`src/design/rssm_pkg.sv`:
```
package rssm_pkg;

  // Register byte addresses on the APB side (printed offsets are not all multiples of four).
  localparam logic [7:0]  RSSM_IDX_MONITOR_CTRL = 8'hFF;
  localparam logic [7:0]  RSSM_IDX_RESET_CAUSE  = 8'hEF;
  localparam logic [11:0] RSSM_ADDR_MONITOR_CTRL = {2'h0, RSSM_IDX_MONITOR_CTRL, 2'h0};
  localparam logic [11:0] RSSM_ADDR_RESET_CAUSE  = {2'h0, RSSM_IDX_RESET_CAUSE, 2'h0};
  localparam logic [11:0] RSSM_ADDR_IRQ_STATUS   = 12'h800;
  localparam logic [11:0] RSSM_ADDR_IRQ_ENABLE   = 12'h804;
  localparam logic [11:0] RSSM_ADDR_IRQ_CLEAR    = 12'h808;

  // Field positions.
  localparam int RSSM_BIT_MON_ENABLE = 7;
  localparam int RSSM_BIT_MON_STATUS = 6;
  localparam int RSSM_BIT_POWER_ON   = 1;
  localparam int RSSM_BIT_PIN_RESET  = 0;
  localparam int RSSM_IRQ_BIT_SUPPLY_LOW = 0;
  localparam int RSSM_IRQ_BIT_RESET_EXIT = 1;

  // Values after reset and on exit.
  localparam logic [7:0]  RSSM_PORT_LATCH_RESET = 8'hFF;
  localparam logic [15:0] RSSM_PC_RESET         = 16'h0000;
  localparam logic [3:0]  RSSM_WDOG_DIVIDE      = 4'hC;
  localparam logic [1:0]  RSSM_CLKSEL_INTERNAL  = 2'h0;

  // Power-on release delay: 0.3 ms at a 40 ns clock, longest time rounds down.
  localparam int RSSM_CLK_PERIOD_PS    = 40000;
  localparam int RSSM_POR_DELAY_US     = 300;
  localparam int RSSM_POR_DELAY_CYCLES = (RSSM_POR_DELAY_US * 1000000) / RSSM_CLK_PERIOD_PS;

  // Sequencer states.
  typedef enum logic [1:0] {
    RSSM_ST_POWER_UP = 2'b00,
    RSSM_ST_POR_WAIT = 2'b01,
    RSSM_ST_IN_RESET = 2'b10,
    RSSM_ST_RUN      = 2'b11
  } rssm_state_e;

endpackage : rssm_pkg

```
`src/design/rssm_reset_sequencer.sv`:
```
`timescale 1ns/1ps

// Summary of operation
// - In reset, halt core, load register defaults, force ports, disable interrupts and timers.
// - Data memory is never cleared; only the stack pointer is reinitialised.
// - Port latches read 0xFF and weak pullups on during and after reset; open-drain only during reset.
// - Power-on and monitor resets drive the reset pin low throughout reset.
// - On exit clear program counter, select internal oscillator, fetch from zero.
// - While in reset the watchdog is enabled, clocked at system clock over twelve; it is off after exit.
// - Hold reset until supply above threshold, then wait the power-on delay.
// - Power-on or monitor reset exit sets the power-on flag, bit 1.
// - Every other reset clears the power-on flag.
// - Only power-on enables the monitor; other resets keep its enable state.
// - Supply below threshold with the monitor enabled and selected drives pin low and holds core until it recovers.
// - Monitor enable only powers it; resets need it selected as source too.
// - A monitor reset release skips the power-on delay.
// - Monitor control bit 6 reads the live supply comparator output.
// - Monitor control bits 5 to 0 are unused, read zero, ignore writes.
// - Reset pin low holds the device in reset; pin flag set on exit unless a power-on or monitor reset was also active.
// - Writing one to the power-on flag selects the monitor as reset source.
module rssm_reset_sequencer
  import rssm_pkg::*;
#(
  parameter int POR_DELAY_CYCLES = RSSM_POR_DELAY_CYCLES
) (
  // Clock, reset and enable.
  input  wire logic        i_clk,
  input  wire logic        i_arst_n,
  input  wire logic        i_ce,
  // APB slave.
  input  wire logic        i_psel,
  input  wire logic        i_penable,
  input  wire logic        i_pwrite,
  input  wire logic [11:0] i_paddr,
  input  wire logic [31:0] i_pwdata,
  output logic      [31:0] o_prdata,
  output logic             o_pready,
  output logic             o_pslverr,
  // Supply comparator and reset pin.
  input  wire logic        i_supply_above,
  input  wire logic        i_rst_pin_n,
  output logic             o_rst_pin_out,
  output logic             o_rst_pin_oe,
  // Core controls.
  output logic             o_core_hold,
  output logic             o_sfr_load_defaults,
  output logic             o_irq_timers_disable,
  output logic             o_stack_ptr_reinit,
  output logic             o_data_mem_clear,
  output logic      [7:0]  o_port_latch,
  output logic             o_port_open_drain,
  output logic             o_weak_pullup_en,
  output logic      [15:0] o_pc_load,
  output logic      [1:0]  o_clk_select,
  output logic             o_wdog_enable,
  output logic      [3:0]  o_wdog_divide,
  output logic             o_monitor_power,
  // Interrupt.
  output logic             o_irq
);

  typedef struct packed {
    rssm_state_e state;
    logic [31:0] count;
    logic        por_cause;
    logic        pin_cause;
    logic        mon_enable;
    logic        mon_select;
    logic        power_on_flag;
    logic        pin_flag;
    logic [1:0]  irq_status;
    logic [1:0]  irq_enable;
    logic [31:0] prdata;
    logic        pready;
    logic        pslverr;
    logic        pin_drive;
    logic        hold;
    logic        irq;
  } rssm_regs_s;

  rssm_regs_s r;
  rssm_regs_s next_r;

  logic access;
  logic wr;
  logic mon_reset_req;
  logic [7:0] ctrl_view;
  logic [7:0] cause_view;

  // Bus decode helpers and the monitor reset request.
  assign access        = i_psel && i_penable && !r.pready;
  assign wr            = i_psel && i_penable && r.pready && i_pwrite;
  assign mon_reset_req = r.mon_enable && r.mon_select && !i_supply_above;
  assign ctrl_view     = {r.mon_enable, i_supply_above, 6'h00};
  assign cause_view    = {6'h00, r.power_on_flag, r.pin_flag};

  // Next-state logic for the sequencer, registers and bus.
  always_comb begin
    next_r         = r;
    next_r.pready  = 1'b0;
    next_r.pslverr = 1'b0;
    case (r.state)
      // Supply still below the threshold: keep the monitor powered and the counter at zero.
      RSSM_ST_POWER_UP: begin
        next_r.por_cause  = 1'b1;
        next_r.mon_enable = 1'b1;
        next_r.count      = 32'h0;
        if (i_supply_above) begin
          next_r.state = RSSM_ST_POR_WAIT;
        end
      end
      // Supply is good: count out the power-on release delay, restart on a dip.
      RSSM_ST_POR_WAIT: begin
        if (!i_supply_above) begin
          next_r.state = RSSM_ST_POWER_UP;
        end else if (r.count >= 32'(POR_DELAY_CYCLES - 1)) begin
          next_r.state = RSSM_ST_IN_RESET;
        end else begin
          next_r.count = r.count + 32'h1;
        end
      end
      // Held in reset until every active source lets go.
      RSSM_ST_IN_RESET: begin
        if (mon_reset_req) begin
          next_r.por_cause = 1'b1;
        end
        if (!i_rst_pin_n && !r.pin_drive) begin
          next_r.pin_cause = 1'b1;
        end
        if (!mon_reset_req && (i_rst_pin_n || r.pin_drive)) begin
          // Exit: monitor release skips the power-on delay.
          next_r.state         = RSSM_ST_RUN;
          next_r.power_on_flag = r.por_cause;
          next_r.pin_flag      = r.pin_cause && !r.por_cause;
          next_r.mon_select    = r.por_cause ? 1'b0 : r.mon_select;
          next_r.irq_status[RSSM_IRQ_BIT_RESET_EXIT] = 1'b1;
        end
      end
      // Running: the monitor request has priority over the pin.
      default: begin
        if (mon_reset_req) begin
          next_r.state     = RSSM_ST_IN_RESET;
          next_r.por_cause = 1'b1;
          next_r.pin_cause = 1'b0;
          next_r.irq_status[RSSM_IRQ_BIT_SUPPLY_LOW] = 1'b1;
        end else if (!i_rst_pin_n) begin
          next_r.state     = RSSM_ST_IN_RESET;
          next_r.por_cause = 1'b0;
          next_r.pin_cause = 1'b1;
        end
      end
    endcase
    next_r.pin_drive = (next_r.state != RSSM_ST_RUN) && next_r.por_cause;
    next_r.hold      = (next_r.state != RSSM_ST_RUN);

    // APB read side: one wait state, then pready with the data and the error flag.
    // The read view is captured when the request is taken, before any write lands.
    if (access) begin
      next_r.pready = 1'b1;
      next_r.prdata = 32'h0;
      if (i_paddr == RSSM_ADDR_MONITOR_CTRL) begin
        next_r.prdata = {24'h0, ctrl_view};
      end else if (i_paddr == RSSM_ADDR_RESET_CAUSE) begin
        next_r.prdata = {24'h0, cause_view};
      end else if (i_paddr == RSSM_ADDR_IRQ_STATUS) begin
        next_r.prdata = {30'h0, r.irq_status};
      end else if (i_paddr == RSSM_ADDR_IRQ_ENABLE) begin
        next_r.prdata = {30'h0, r.irq_enable};
      end else if (i_paddr == RSSM_ADDR_IRQ_CLEAR) begin
        next_r.prdata = 32'h0; // Write-only register reads zero.
      end else begin
        next_r.pslverr = 1'b1;
      end
    end

    // APB write side: lands at the edge where the master samples pready high.
    // Unmapped writes were flagged with pslverr and change nothing here.
    if (wr) begin
      if (i_paddr == RSSM_ADDR_MONITOR_CTRL) begin
        next_r.mon_enable = i_pwdata[RSSM_BIT_MON_ENABLE];
      end else if (i_paddr == RSSM_ADDR_RESET_CAUSE) begin
        if (i_pwdata[RSSM_BIT_POWER_ON]) begin
          next_r.mon_select = 1'b1;
        end
      end else if (i_paddr == RSSM_ADDR_IRQ_ENABLE) begin
        next_r.irq_enable = i_pwdata[1:0];
      end else if (i_paddr == RSSM_ADDR_IRQ_CLEAR) begin
        // Set wins over clear only for bits not already set; a pending bit is cleared even with a new event.
        next_r.irq_status = (r.irq_status & ~i_pwdata[1:0]) | (next_r.irq_status & ~r.irq_status);
      end
    end
    next_r.irq = |(next_r.irq_status & next_r.irq_enable);
  end

  // State register with clock enable.
  always_ff @(posedge i_clk or negedge i_arst_n) begin
    if (!i_arst_n) begin
      // Power-on reset: pin driven and monitor powered from the first moment.
      r            <= '0;
      r.state      <= RSSM_ST_POWER_UP;
      r.hold       <= 1'b1;
      r.por_cause  <= 1'b1;
      r.pin_drive  <= 1'b1;
      r.mon_enable <= 1'b1;
    end else if (i_ce) begin
      r <= next_r;
    end
  end

  // Output assignments taken straight from state flip-flops or tied to constants.
  assign o_prdata             = r.prdata;
  assign o_pready             = r.pready;
  assign o_pslverr            = r.pslverr;
  assign o_rst_pin_out        = 1'b0;
  assign o_rst_pin_oe         = r.pin_drive;
  assign o_core_hold          = r.hold;
  assign o_sfr_load_defaults  = r.hold;
  assign o_irq_timers_disable = r.hold;
  assign o_stack_ptr_reinit   = r.hold;
  assign o_data_mem_clear     = 1'b0;
  assign o_port_latch         = RSSM_PORT_LATCH_RESET;
  assign o_port_open_drain    = r.hold;
  assign o_weak_pullup_en     = 1'b1;
  assign o_pc_load            = RSSM_PC_RESET;
  assign o_clk_select         = RSSM_CLKSEL_INTERNAL;
  assign o_wdog_enable        = r.hold;
  assign o_wdog_divide        = RSSM_WDOG_DIVIDE;
  assign o_monitor_power      = r.mon_enable;
  assign o_irq                = r.irq;
endmodule : rssm_reset_sequencer
```
`config.mk`:
```
export PLATFORM = sky130hd
export DESIGN_NAME = rssm_reset_sequencer
export DESIGN_NICKNAME = d
export VERILOG_FILES = /design/src/design/rssm_pkg.sv /design/src/design/rssm_reset_sequencer.sv
export SDC_FILE = /design/constraint.sdc
export NUM_CORES = 1
export LEC_CHECK = 0
export ABC_CLOCK_PERIOD_IN_PS = 1600
export BUFFER_PORTS_ARGS = -buffer_cell sky130_fd_sc_hd__clkbuf_2
export CAP_MARGIN = 20
export CORE_ASPECT_RATIO = 1.5
export CORE_UTILIZATION = 44
export CTS_CLUSTER_SIZE = 8
export DETAILED_ROUTE_END_ITERATION = 6
export GPL_TIMING_DRIVEN = 0
export PLACE_DENSITY_LB_ADDON = 0.2
export SLEW_MARGIN = 0
export SYNTH_ARGS = -nofsm -noshare
export SYNTH_HDL_FRONTEND = slang
export SYNTH_SLANG_ARGS = --single-unit
export TNS_END_PERCENT = 1
```
`constraint.sdc`:
```
create_clock -name i_clk -period 1.6 [get_ports i_clk]
set_clock_uncertainty 0.05 [all_clocks]
set_input_delay 0.32 -clock i_clk [delete_from_list [all_inputs] [get_ports i_clk]]
set_output_delay 0.32 -clock i_clk [all_outputs]
set_load 0.01 [all_outputs]
```
# Yosys cells after proc, flatten, opt, wreduce, memory -nomap -nowiden
# Cells that the tools add are included.
[word_totals]
elab_cells = 106
inputBits = 52
register_bits = 57
output_inout_bits = 76
[op_classes]
bitwise = 7
n_reduce_logical = 26
muxes = 43
addsub = 1
order_cmp = 1
eq_ne = 12
[op_table]
columns = ["cell", "n"]
rows = [
  ["$mux W32", 2],
  ["$pmux W32 S2", 1],
  ["$eq A12 B12 Y1 const B", 3],
  ["$add A32 B1 Y32 const B", 1],
  ["$ge A32 B13 Y1 const B", 1],
  ["$mux W2", 16],
  ["$eq A12 B10 Y1 const B", 2],
  ["$mux W4", 5],
  ["$mux W1", 15],
  ["$logic_and A1 B1 Y1", 10],
  ["$mux W8", 1],
  ["$ne A2 B2 Y1 const B", 4],
  ["$reduce_and A4 Y1", 2],
  ["$and A2 B2 Y2", 3],
  ["$logic_not A1 Y1", 6],
  ["$pmux W2 S3", 1],
  ["$not A2 Y2", 2],
  ["$reduce_or A2 Y1", 2],
  ["$ne A3 B1 Y1 const B", 1],
  ["$pmux W1 S3", 1],
  ["$reduce_and A3 Y1", 1],
  ["$reduce_or A3 Y1", 1],
  ["$eq A2 B1 Y1 const B", 1],
  ["$eq A2 B2 Y1 const B", 1],
  ["7 further kinds", 7],
]

# Longest topological paths before layout
# Gate-level depths: netlist (run 1).
[logic_depth]
ltp_word = 15
depth_mapped = 7
depth_no_buf = 6

# Worst setup path after synthesis (run 1)
# Ideal clock, no wire load.
[synth_path]
kind = "reg-to-reg"
startpoint = "register r[62] (netlist bit)"
endpoint = "register r[47] (netlist bit)"
slack_ps = -115
n_path_buf = 0
stages_incl_launch_ff = 6
arrival_time_ps = 1538
t_required_ps = 1423
cell_sequence = "dfrtp_1 nor3_1 nor4b_4 nand2_2 nand3_2 mux2_1"
[synth_between]
elab_chain_cells = 3
[synth_lines]
columns = ["element", "line_no", "text"]
rows = [
  ["from (decl)", "rssm_reset_sequencer.sv:81", "rssm_regs_s r;"],
  ["from (signal assigned)", "rssm_reset_sequencer.sv:206", "r <= next_r;"],
  ["$ge A32 B13 Y1", "rssm_reset_sequencer.sv:116", "end else if (r.count >= 32'(POR_DELAY_CYCLES - 1)) begin"],
  ["$ne A2 B2 Y1 (no line)", "--", ""],
  ["$reduce_and A4 Y1 (no line)", "--", ""],
]
# Every way passes these cells.
# A chain may end at the register's enable or synchronous reset.

# Final worst setup path (run 1)
[layout_path]
startpoint = "register r[80] (netlist bit)"
endpoint = "register r[57] (netlist bit)"
[layout_between]
elab_chain_cells = 3
[layout_lines]
columns = ["element", "line_no", "text"]
rows = [
  ["$eq A2 B1 Y1 or $logic_not A2 Y1 (tied branches)", "rssm_reset_sequencer.sv:102", "case (r.state)"],
  ["$ne A2 B2 Y1 (no line) or $reduce_bool A2 Y1 (tied branches)", "--", ""],
  ["$reduce_and A4 Y1 (no line)", "--", ""],
]
# Parallel ways exist; a longest one is shown, timed or not.

==> Implementation_results.wiki, run 1 <==
{| class="wikitable"
! Metric !! Value
|-
| Static Leakage || between 2 and 2.5 nW
|-
| Largest delay contributor family on the critical path || simple AND/OR/NAND/NOR gates
|-
| Full die area || 7720 sq um
|-
| Largest incremental delay on the critical path || 450 ps
|-
| Number of distinct library cells after synthesis || 58
|-
| Count of maximum capacitance violations || 0
|-
| Flip-flop and latch count after synthesis || 53
|-
| Top_reg_cell synth || sky130_fd_sc_hd__dfrtp_1
|-
| Routed length per instance || around 11 um
|-
| Setup-failing EPs final || 17
|-
| Hold WC Path Type || primary input to flop
|-
| Sequential-to-total area share from yosys stat || between 40% and 50%
|-
| CP max stage cell || sky130_fd_sc_hd__dfrtp_1
|-
| Detailed placement HPWL || 4.79 mm
|-
| Maximum operating frequency || 548 MHz
|-
| Ordered cell list for the critical path || and2b_2, nand4_1, nor4_2, a21oi_1, a31o_1
|-
| Shortest period the worst path allows || ~1800 ps
|-
| Final count of hold timing violations || 0
|-
| Highest ir drop seen on vdd || 0.000531 V
|-
| Total power consumption of the routed design || approximately 2.8 mW
|-
| Number of antenna violations at the first check in global routing || 0
|-
| Number of enable-type register cells in the synthesized netlist || 0
|-
| Root buffer cell || sky130_fd_sc_hd__clkbuf_8
|-
| TritonCTS clock tree || built
|-
| Maximum fanout count along the critical path || 6
|-
| Die Ht || 107 um
|-
| Endpoint class of the critical path || flop
|-
| Pwr/cell area || 708 nW/um^2
|-
| Overall global routing resource usage || 17.1%
|-
| Pre-antenna DRT Iters || 4
|-
| Pins Over Slew Limit || 0
|-
| Number of warnings reported in the yosys synthesis log || 0
|-
| Violation count after the first detailed-routing iteration || slightly above 90
|-
| Placed Cells || 534
|-
| Wire length of the first global-routing pass || 10.5 mm
|-
| Pin count of the biggest net entering global routing || 38
|-
| Count of input and output buffers || 35
|-
| Initial core utilization || around 45%
|-
| Overall overflow remaining after global route || 0
|-
| Pre-CTS setup slack || -313 ps
|-
| Post-Layout Cell Count || between 500 and 600
|-
| Final WS setup || -224 ps
|-
| Main combinational cell family by area after synthesis || simple AND/OR/NAND/NOR gates
|-
| Core Region || 7180 sq um
|-
| Simple-gate area share of the yosys netlist || 24.6%
|-
| Critical path arrival || a little under 2000 ps
|-
| Die boundary width || 72.1 um
|-
| Antenna diode count || 0
|-
| GPL Wtd Cong || 0.855
|-
| Run status || complete, but fails checks
|-
| Fraction of final layout cells sized beyond drive strength 1 || 35.9%
|-
| Layout net count || 498
|-
| Count of buffer and inverter cells on the critical path || 0
|-
| Synth Cell Area || 3240 sq um
|-
| Critical path data required time || 1760 ps
|-
| ANT nets after route || 0
|-
| Share of cell area taken by muxes after synthesis || 4.17%
|-
| Number of H-tree levels || 2
|-
| Final critical-path share of the clock period || 114%
|-
| Nature of the critical path startpoint || flop
|-
| Boundary pin count || around 130
|-
| # DRC || 0
|-
| Per-instance average area after synthesis || 9.56 sq um
|-
| Post-detailed-routing wire length || 6.26 mm
|-
| Vias in the first global route || between 2,000 and 2,500
|-
| Critical path class || flop to flop
|-
| Post-synthesis xor/xnor area fraction || 0%
|-
| Row count || 38
|-
| Per-cell via count in the routed design || 4.61
|-
| Post-Synthesis Cells || 339
|-
| Total clock buffers created by CTS || 5
|-
| Synthesis-to-layout area growth || 23.4%
|-
| Max Root-Sink Buffers || 2
|-
| Setup repair after global routing missed its margin || yes
|-
| Violations in the final reports || negative setup slack
|-
| Reg clk slew, reported paths || around 100 ps
|-
| Adder-cell share of the synthesized area || less than 1%
|-
| Source-to-sink clock delay at the later pin of the worst-skew pair || 310 ps
|-
| Share of async-settable or async-resettable flops after synthesis || 100%
|-
| Total via count after detailed routing || 2,519
|-
| Post-synthesis compound-gate area fraction || 10.5%
|-
| Accumulated negative setup slack || -2080 ps
|-
| Clock sink count || 53
|}
==> repair_timing <==
item	CTS	global route
endpoints found under the setup margin	22	35
gates cloned	1	0
endpoints found under the hold margin	16	0
buffers inserted	2	0
resized for setup	10	13
hold buffers	1	0
pin swaps	8	6
==> path summary, 6_finish.rpt <==
check | startpoint | to | slack [ps] | cells after the start
setup / recovery | r[80] | r[57] | -220 | 5
hold / removal | i_pwdata[7] | o_monitor_power | 150 | 3
setup reg to reg | r[80] | r[57] | -220 | 5
hold reg to reg | cause_view[1] | cause_view[1] | 440 | 1
max in group asynchronous | i_arst_n | o_core_hold | 460 | 3
min in group asynchronous | i_arst_n | r[58] | 430 | 2
==> layer usage <==
metal	track usage [%]	wire, um
met1	20.2	2560
met4	6.44	96
met3	2.63	285
met5	0	0
met2	30.6	3310
==> per-stage QoR <==
stage                     hold WS [ps]  cell area [sq um]  utilization [%]
after floorplan                  -25.6               3480                -
after global placement             409               3780             52.6
after detailed placement           242               3800             52.9
after CTS                          139               3970             55.3
after global routing               189               4000             55.7
final                              147               4000             55.7
==> synthesized netlist by cell type, types with 3 or more instances <==
cell type	count	area share [%]
sky130_fd_sc_hd__clkbuf_1	6	0.69
sky130_fd_sc_hd__o311ai_1	4	1.1
sky130_fd_sc_hd__nand2b_1	5	0.97
sky130_fd_sc_hd__and3_1	3	0.58
sky130_fd_sc_hd__nor2_1	13	1.5
sky130_fd_sc_hd__nor3_1	9	1.4
sky130_fd_sc_hd__dfrtp_1	49	38
sky130_fd_sc_hd__nand4_1	12	2.3
sky130_fd_sc_hd__inv_1	10	1.2
sky130_fd_sc_hd__dfstp_2	4	3.2
sky130_fd_sc_hd__nand3b_1	3	0.69
sky130_fd_sc_hd__o21ai_1	7	1.1
sky130_fd_sc_hd__nor4_2	5	1.9
sky130_fd_sc_hd__nand2_1	31	3.6
sky130_fd_sc_hd__and2_1	23	4.4
sky130_fd_sc_hd__mux2i_1	9	2.8
sky130_fd_sc_hd__nand3_1	7	1.1
sky130_fd_sc_hd__a21oi_1	9	1.4
sky130_fd_sc_hd__buf_4	70	16
sky130_fd_sc_hd__mux2_1	4	1.4
sky130_fd_sc_hd__and4_1	4	1.1
sky130_fd_sc_hd__a31o_1	4	1.1
sky130_fd_sc_hd__o21ai_0	3	0.46
sky130_fd_sc_hd__a31oi_1	3	0.58
==> state kept, by name, summed over array words and instances, names as in the netlist <==
name / count
r: 41
o_pready: 1
o_monitor_power: 1
o_prdata: 4
o_core_hold: 1
o_rst_pin_oe: 1
cause_view: 2
o_irq: 1
o_pslverr: 1
==> cells by family (layout without fill, tap and decap cells) <==
kind of cell	Yosys count	count (layout)
buffers and inverters	91	139
AOI/OAI and AO/OA	47	47
other	2	61
adders and majority gates	1	1
and+or+nand+nor	132	132
muxes	13	13
DFF	53	53
==> final cells by class <==
class	count	area, sq um
repair buffers	40	229
inverters	11	41.3
well taps	100	125
clock inverters	3	21.3
flip-flops and latches	53	1330
fillers	653	3180
clock buffers	5	68.8
plain buffers	80	577
multi-input cells	254	1600
==> report_power, final <==
group | leakage, nW | internal (mW) | total, mW | switching, mW
registers | 0.710 | 1.40 | 1.46 | 0.0551
clock network | 0.0445 | 0.311 | 0.765 | 0.454
logic | 1.34 | 0.265 | 0.607 | 0.342
total | 2.09 | 1.98 | 2.83 | 0.851
==> placed cells by master, fill, tap and decap left out, types with 9 or more instances in the layout <==
master	synthesis	layout
sky130_fd_sc_hd__inv_1	10	10
sky130_fd_sc_hd__buf_4	70	71
sky130_fd_sc_hd__clkbuf_2	0	38
sky130_fd_sc_hd__nand4_1	12	12
sky130_fd_sc_hd__dfrtp_1	49	48
sky130_fd_sc_hd__and2_1	23	22
sky130_fd_sc_hd__nor2_1	13	13
sky130_fd_sc_hd__conb_1	2	61
sky130_fd_sc_hd__nand2_1	31	31
sky130_fd_sc_hd__a21oi_1	9	9
sky130_fd_sc_hd__mux2i_1	9	9
==> tightest hold or removal path, delay by kind of cell <==
kind	cells	cell delay, ps
mux	1	60
buf+inv	2	120
No activity file was read; power rests on OpenSTA's default activity.
==> run 2, diff against run 1 <==
--- a/config.mk
+++ b/config.mk
@@ -5,14 +5,17 @@
 export SDC_FILE = /design/constraint.sdc
 export NUM_CORES = 1
 export LEC_CHECK = 0
-export ABC_CLOCK_PERIOD_IN_PS = 1600
+export ABC_CLOCK_PERIOD_IN_PS = 2090
 export BUFFER_PORTS_ARGS = -buffer_cell sky130_fd_sc_hd__clkbuf_2
 export CAP_MARGIN = 20
+export CELL_PAD_IN_SITES_DETAIL_PLACEMENT = 1
+export CELL_PAD_IN_SITES_GLOBAL_PLACEMENT = 2
 export CORE_ASPECT_RATIO = 1.5
-export CORE_UTILIZATION = 44
+export CORE_UTILIZATION = 28
 export CTS_CLUSTER_SIZE = 8
 export DETAILED_ROUTE_END_ITERATION = 6
 export GPL_TIMING_DRIVEN = 0
+export HOLD_SLACK_MARGIN = 0.03
 export PLACE_DENSITY_LB_ADDON = 0.2
 export SLEW_MARGIN = 0
 export SYNTH_ARGS = -nofsm -noshare
==> constraint.sdc (replaced) <==
create_clock -name i_clk -period 2.09 [get_ports i_clk]
set_clock_uncertainty 0.05 [all_clocks]
set_input_delay 0.418 -clock i_clk [delete_from_list [all_inputs] [get_ports i_clk]]
set_output_delay 0.418 -clock i_clk [all_outputs]
set_load 0.01 [all_outputs]
==> Implementation_results.wiki, run 2 (same netlist as run 1, synthesis figures left out) <==
{| class="wikitable"
! Metric !! Value
|-
| Nature of the critical path startpoint || flop
|-
| Total clock buffers created by CTS || 5
|-
| Maximum fanout count along the critical path || 10
|-
| Overall overflow remaining after global route || 0
|-
| Detailed placement HPWL || 6.21 mm
|-
| Launch point of the critical path || r[62]
|-
| Per-cell via count in the routed design || between 4 and 5
|-
| TritonCTS clock tree || built
|-
| Startpoint of the worst-slack reg-to-reg timing path || r[62]
|-
| Pre-antenna DRT Iters || 4
|-
| Post-detailed-routing wire length || approximately 7.7 mm
|-
| Critical path arrival || 2100 ps
|-
| Pins Over Slew Limit || 0
|-
| Pin count of the biggest net entering global routing || 23
|-
| Antenna diode count || 0
|-
| Violation count after the first detailed-routing iteration || 93
|-
| Overall global routing resource usage || 13.3%
|-
| Vias in the first global route || ~2,600
|-
| Row count || 47
|-
| Boundary pin count || around 130
|-
| Maximum operating frequency || 507 MHz
|-
| Accumulated negative setup slack || 0 ps
|-
| Post-Layout Cell Count || around 590
|-
| Wire length of the first global-routing pass || about 13 mm
|-
| Final count of hold timing violations || 0
|-
| R2R cell count || 5
|-
| GPL Wtd Cong || 0.743
|-
| Setup-failing EPs final || 0
|-
| Endpoint class of the critical path || flop
|-
| CP endpoint || r[47]
|-
| Critical path data required time || 2220 ps
|-
| Core Region || 11,200 sq um
|-
| Static Leakage || 2.08 nW
|-
| Placed Cells || between 500 and 600
|-
| Area occupied by multi-input gates || 1520 sq um
|-
| Hold WC Path Type || primary input to flop
|-
| Highest-count cells in the layout ignoring fill and taps || 70 x sky130_fd_sc_hd__buf_4, 61 x sky130_fd_sc_hd__conb_1, 49 x sky130_fd_sc_hd__dfrtp_1, 35 x sky130_fd_sc_hd__clkbuf_2, 31 x sky130_fd_sc_hd__nand2_1
|-
| Count of input and output buffers || 35
|-
| Fraction of final layout cells sized beyond drive strength 1 || 31.8%
|-
| Number of antenna violations at the first check in global routing || 0
|-
| Buffers inserted during post-CTS setup optimization || 0
|-
| Biggest register || r
|-
| ANT nets after route || 0
|-
| Die boundary width || ~90 um
|-
| Root buffer cell || sky130_fd_sc_hd__clkbuf_16
|-
| # DRC || 0
|-
| Source-to-sink clock delay at the later pin of the worst-skew pair || 300 ps
|-
| Count of maximum capacitance violations || 0
|-
| Full die area || 12,000 sq um
|-
| Layout net count || a little under 500
|-
| Synthesis-to-layout area growth || 24.5%
|-
| Highest ir drop seen on vdd || 0.000385 V
|-
| Final critical-path share of the clock period || 94.3%
|-
| Critical path class || flop to flop
|-
| Register Area || 1330 sq um
|-
| Number of H-tree levels || 2
|-
| Total via count after detailed routing || 2,557
|-
| Setup repair after global routing missed its margin || no
|-
| Commonest non-fill, non-tap cell in the layout || sky130_fd_sc_hd__buf_4
|-
| Number of filler cells placed in the layout || 1,356
|-
| Max FFs per register || roughly 40
|-
| Die Ht || 134 um
|-
| Routed length per instance || 13.0 um
|-
| Clock sink count || 53
|-
| Worst R2R Setup Slack || 120 ps
|-
| Reg clk slew, reported paths || 70 ps
|-
| Pwr/cell area || 595 nW/um^2
|-
| Run status || completed
|-
| Shortest period the worst path allows || between 1500 and 2000 ps
|-
| Initial core utilization || between 20 and 30%
|-
| Max Root-Sink Buffers || 2
|-
| Worst reg2reg endpoint || r[47]
|-
| Total power consumption of the routed design || roughly 2.4 mW
|}
run 2: changes by cell type in the layout (fill, tap and decap cells not counted), sizes merged:
cell and delta:
buf -1, clkbuf -1, clkinv +1, inv -1
run 2: final cells by class:
type	count	share of cell area, %
multi-input combinational	254	37.7
sequential	53	33.0
buffer	80	14.2
timing repair buffer	38	5.96
tap	147	4.56
clock buffer	5	3.10
inverter	11	1.02
clock inverter	3	0.434
run 2: metrics by stage:
stage          utilization (%)  hold slack, ps  area [sq um]  setup WS, ps
2_1_floorplan                -            72.4          3460           375
3_3_place_gp              34.2             415          3820          39.3
3_5_place_dp              34.7             323          3880          30.5
4_1_cts                   36.1             249          4030           120
5_1_grt                   36.1             282          4030          20.0
6_report                  36.1             252          4030           119
run 2: critical path, cell delays in order (launching register included):
cell and delay (ps):
sky130_fd_sc_hd__dfrtp_1 390, sky130_fd_sc_hd__nor3_2 320, sky130_fd_sc_hd__nor4b_4 370, sky130_fd_sc_hd__nand2_2 230
sky130_fd_sc_hd__nand3_2 150, sky130_fd_sc_hd__mux2_1 330
run 2: how the worst min path moves through the flow:
stage                     cells past startpoint           from         endpoint
after floorplan                               0       i_arst_n    cause_view[0]
after global placement                        1  cause_view[1]    cause_view[1]
after detailed placement                      1       i_arst_n            r[69]
after CTS                                     3    i_pwdata[7]  o_monitor_power
after global routing                          3    i_pwdata[7]  o_monitor_power
final                                         3    i_pwdata[7]  o_monitor_power
run 2: routing by layer:
metal  up-vias  GRT usage [%]  part of all wire (%)
met3         9           2.45                   3.2
met4         0           4.37                   1.4
met2        46           26.1                    57
li1       1256              -                     -
met5         -              0                     0
met1      1246           14.1                    38
run 2: report_power, final:
group / internal, mW / switching, mW / total (mW)
sequential: 1.07 / 0.0428 / 1.12
combinational: 0.195 / 0.261 / 0.457
clock: 0.440 / 0.387 / 0.827
total: 1.71 / 0.691 / 2.40
run 2: timing repair:
item,4_1_cts,5_1_grt
gates resized for setup,1,0
hold buffers,1,0
endpoints found under the setup margin,1,0
endpoints found under the hold margin,10,0
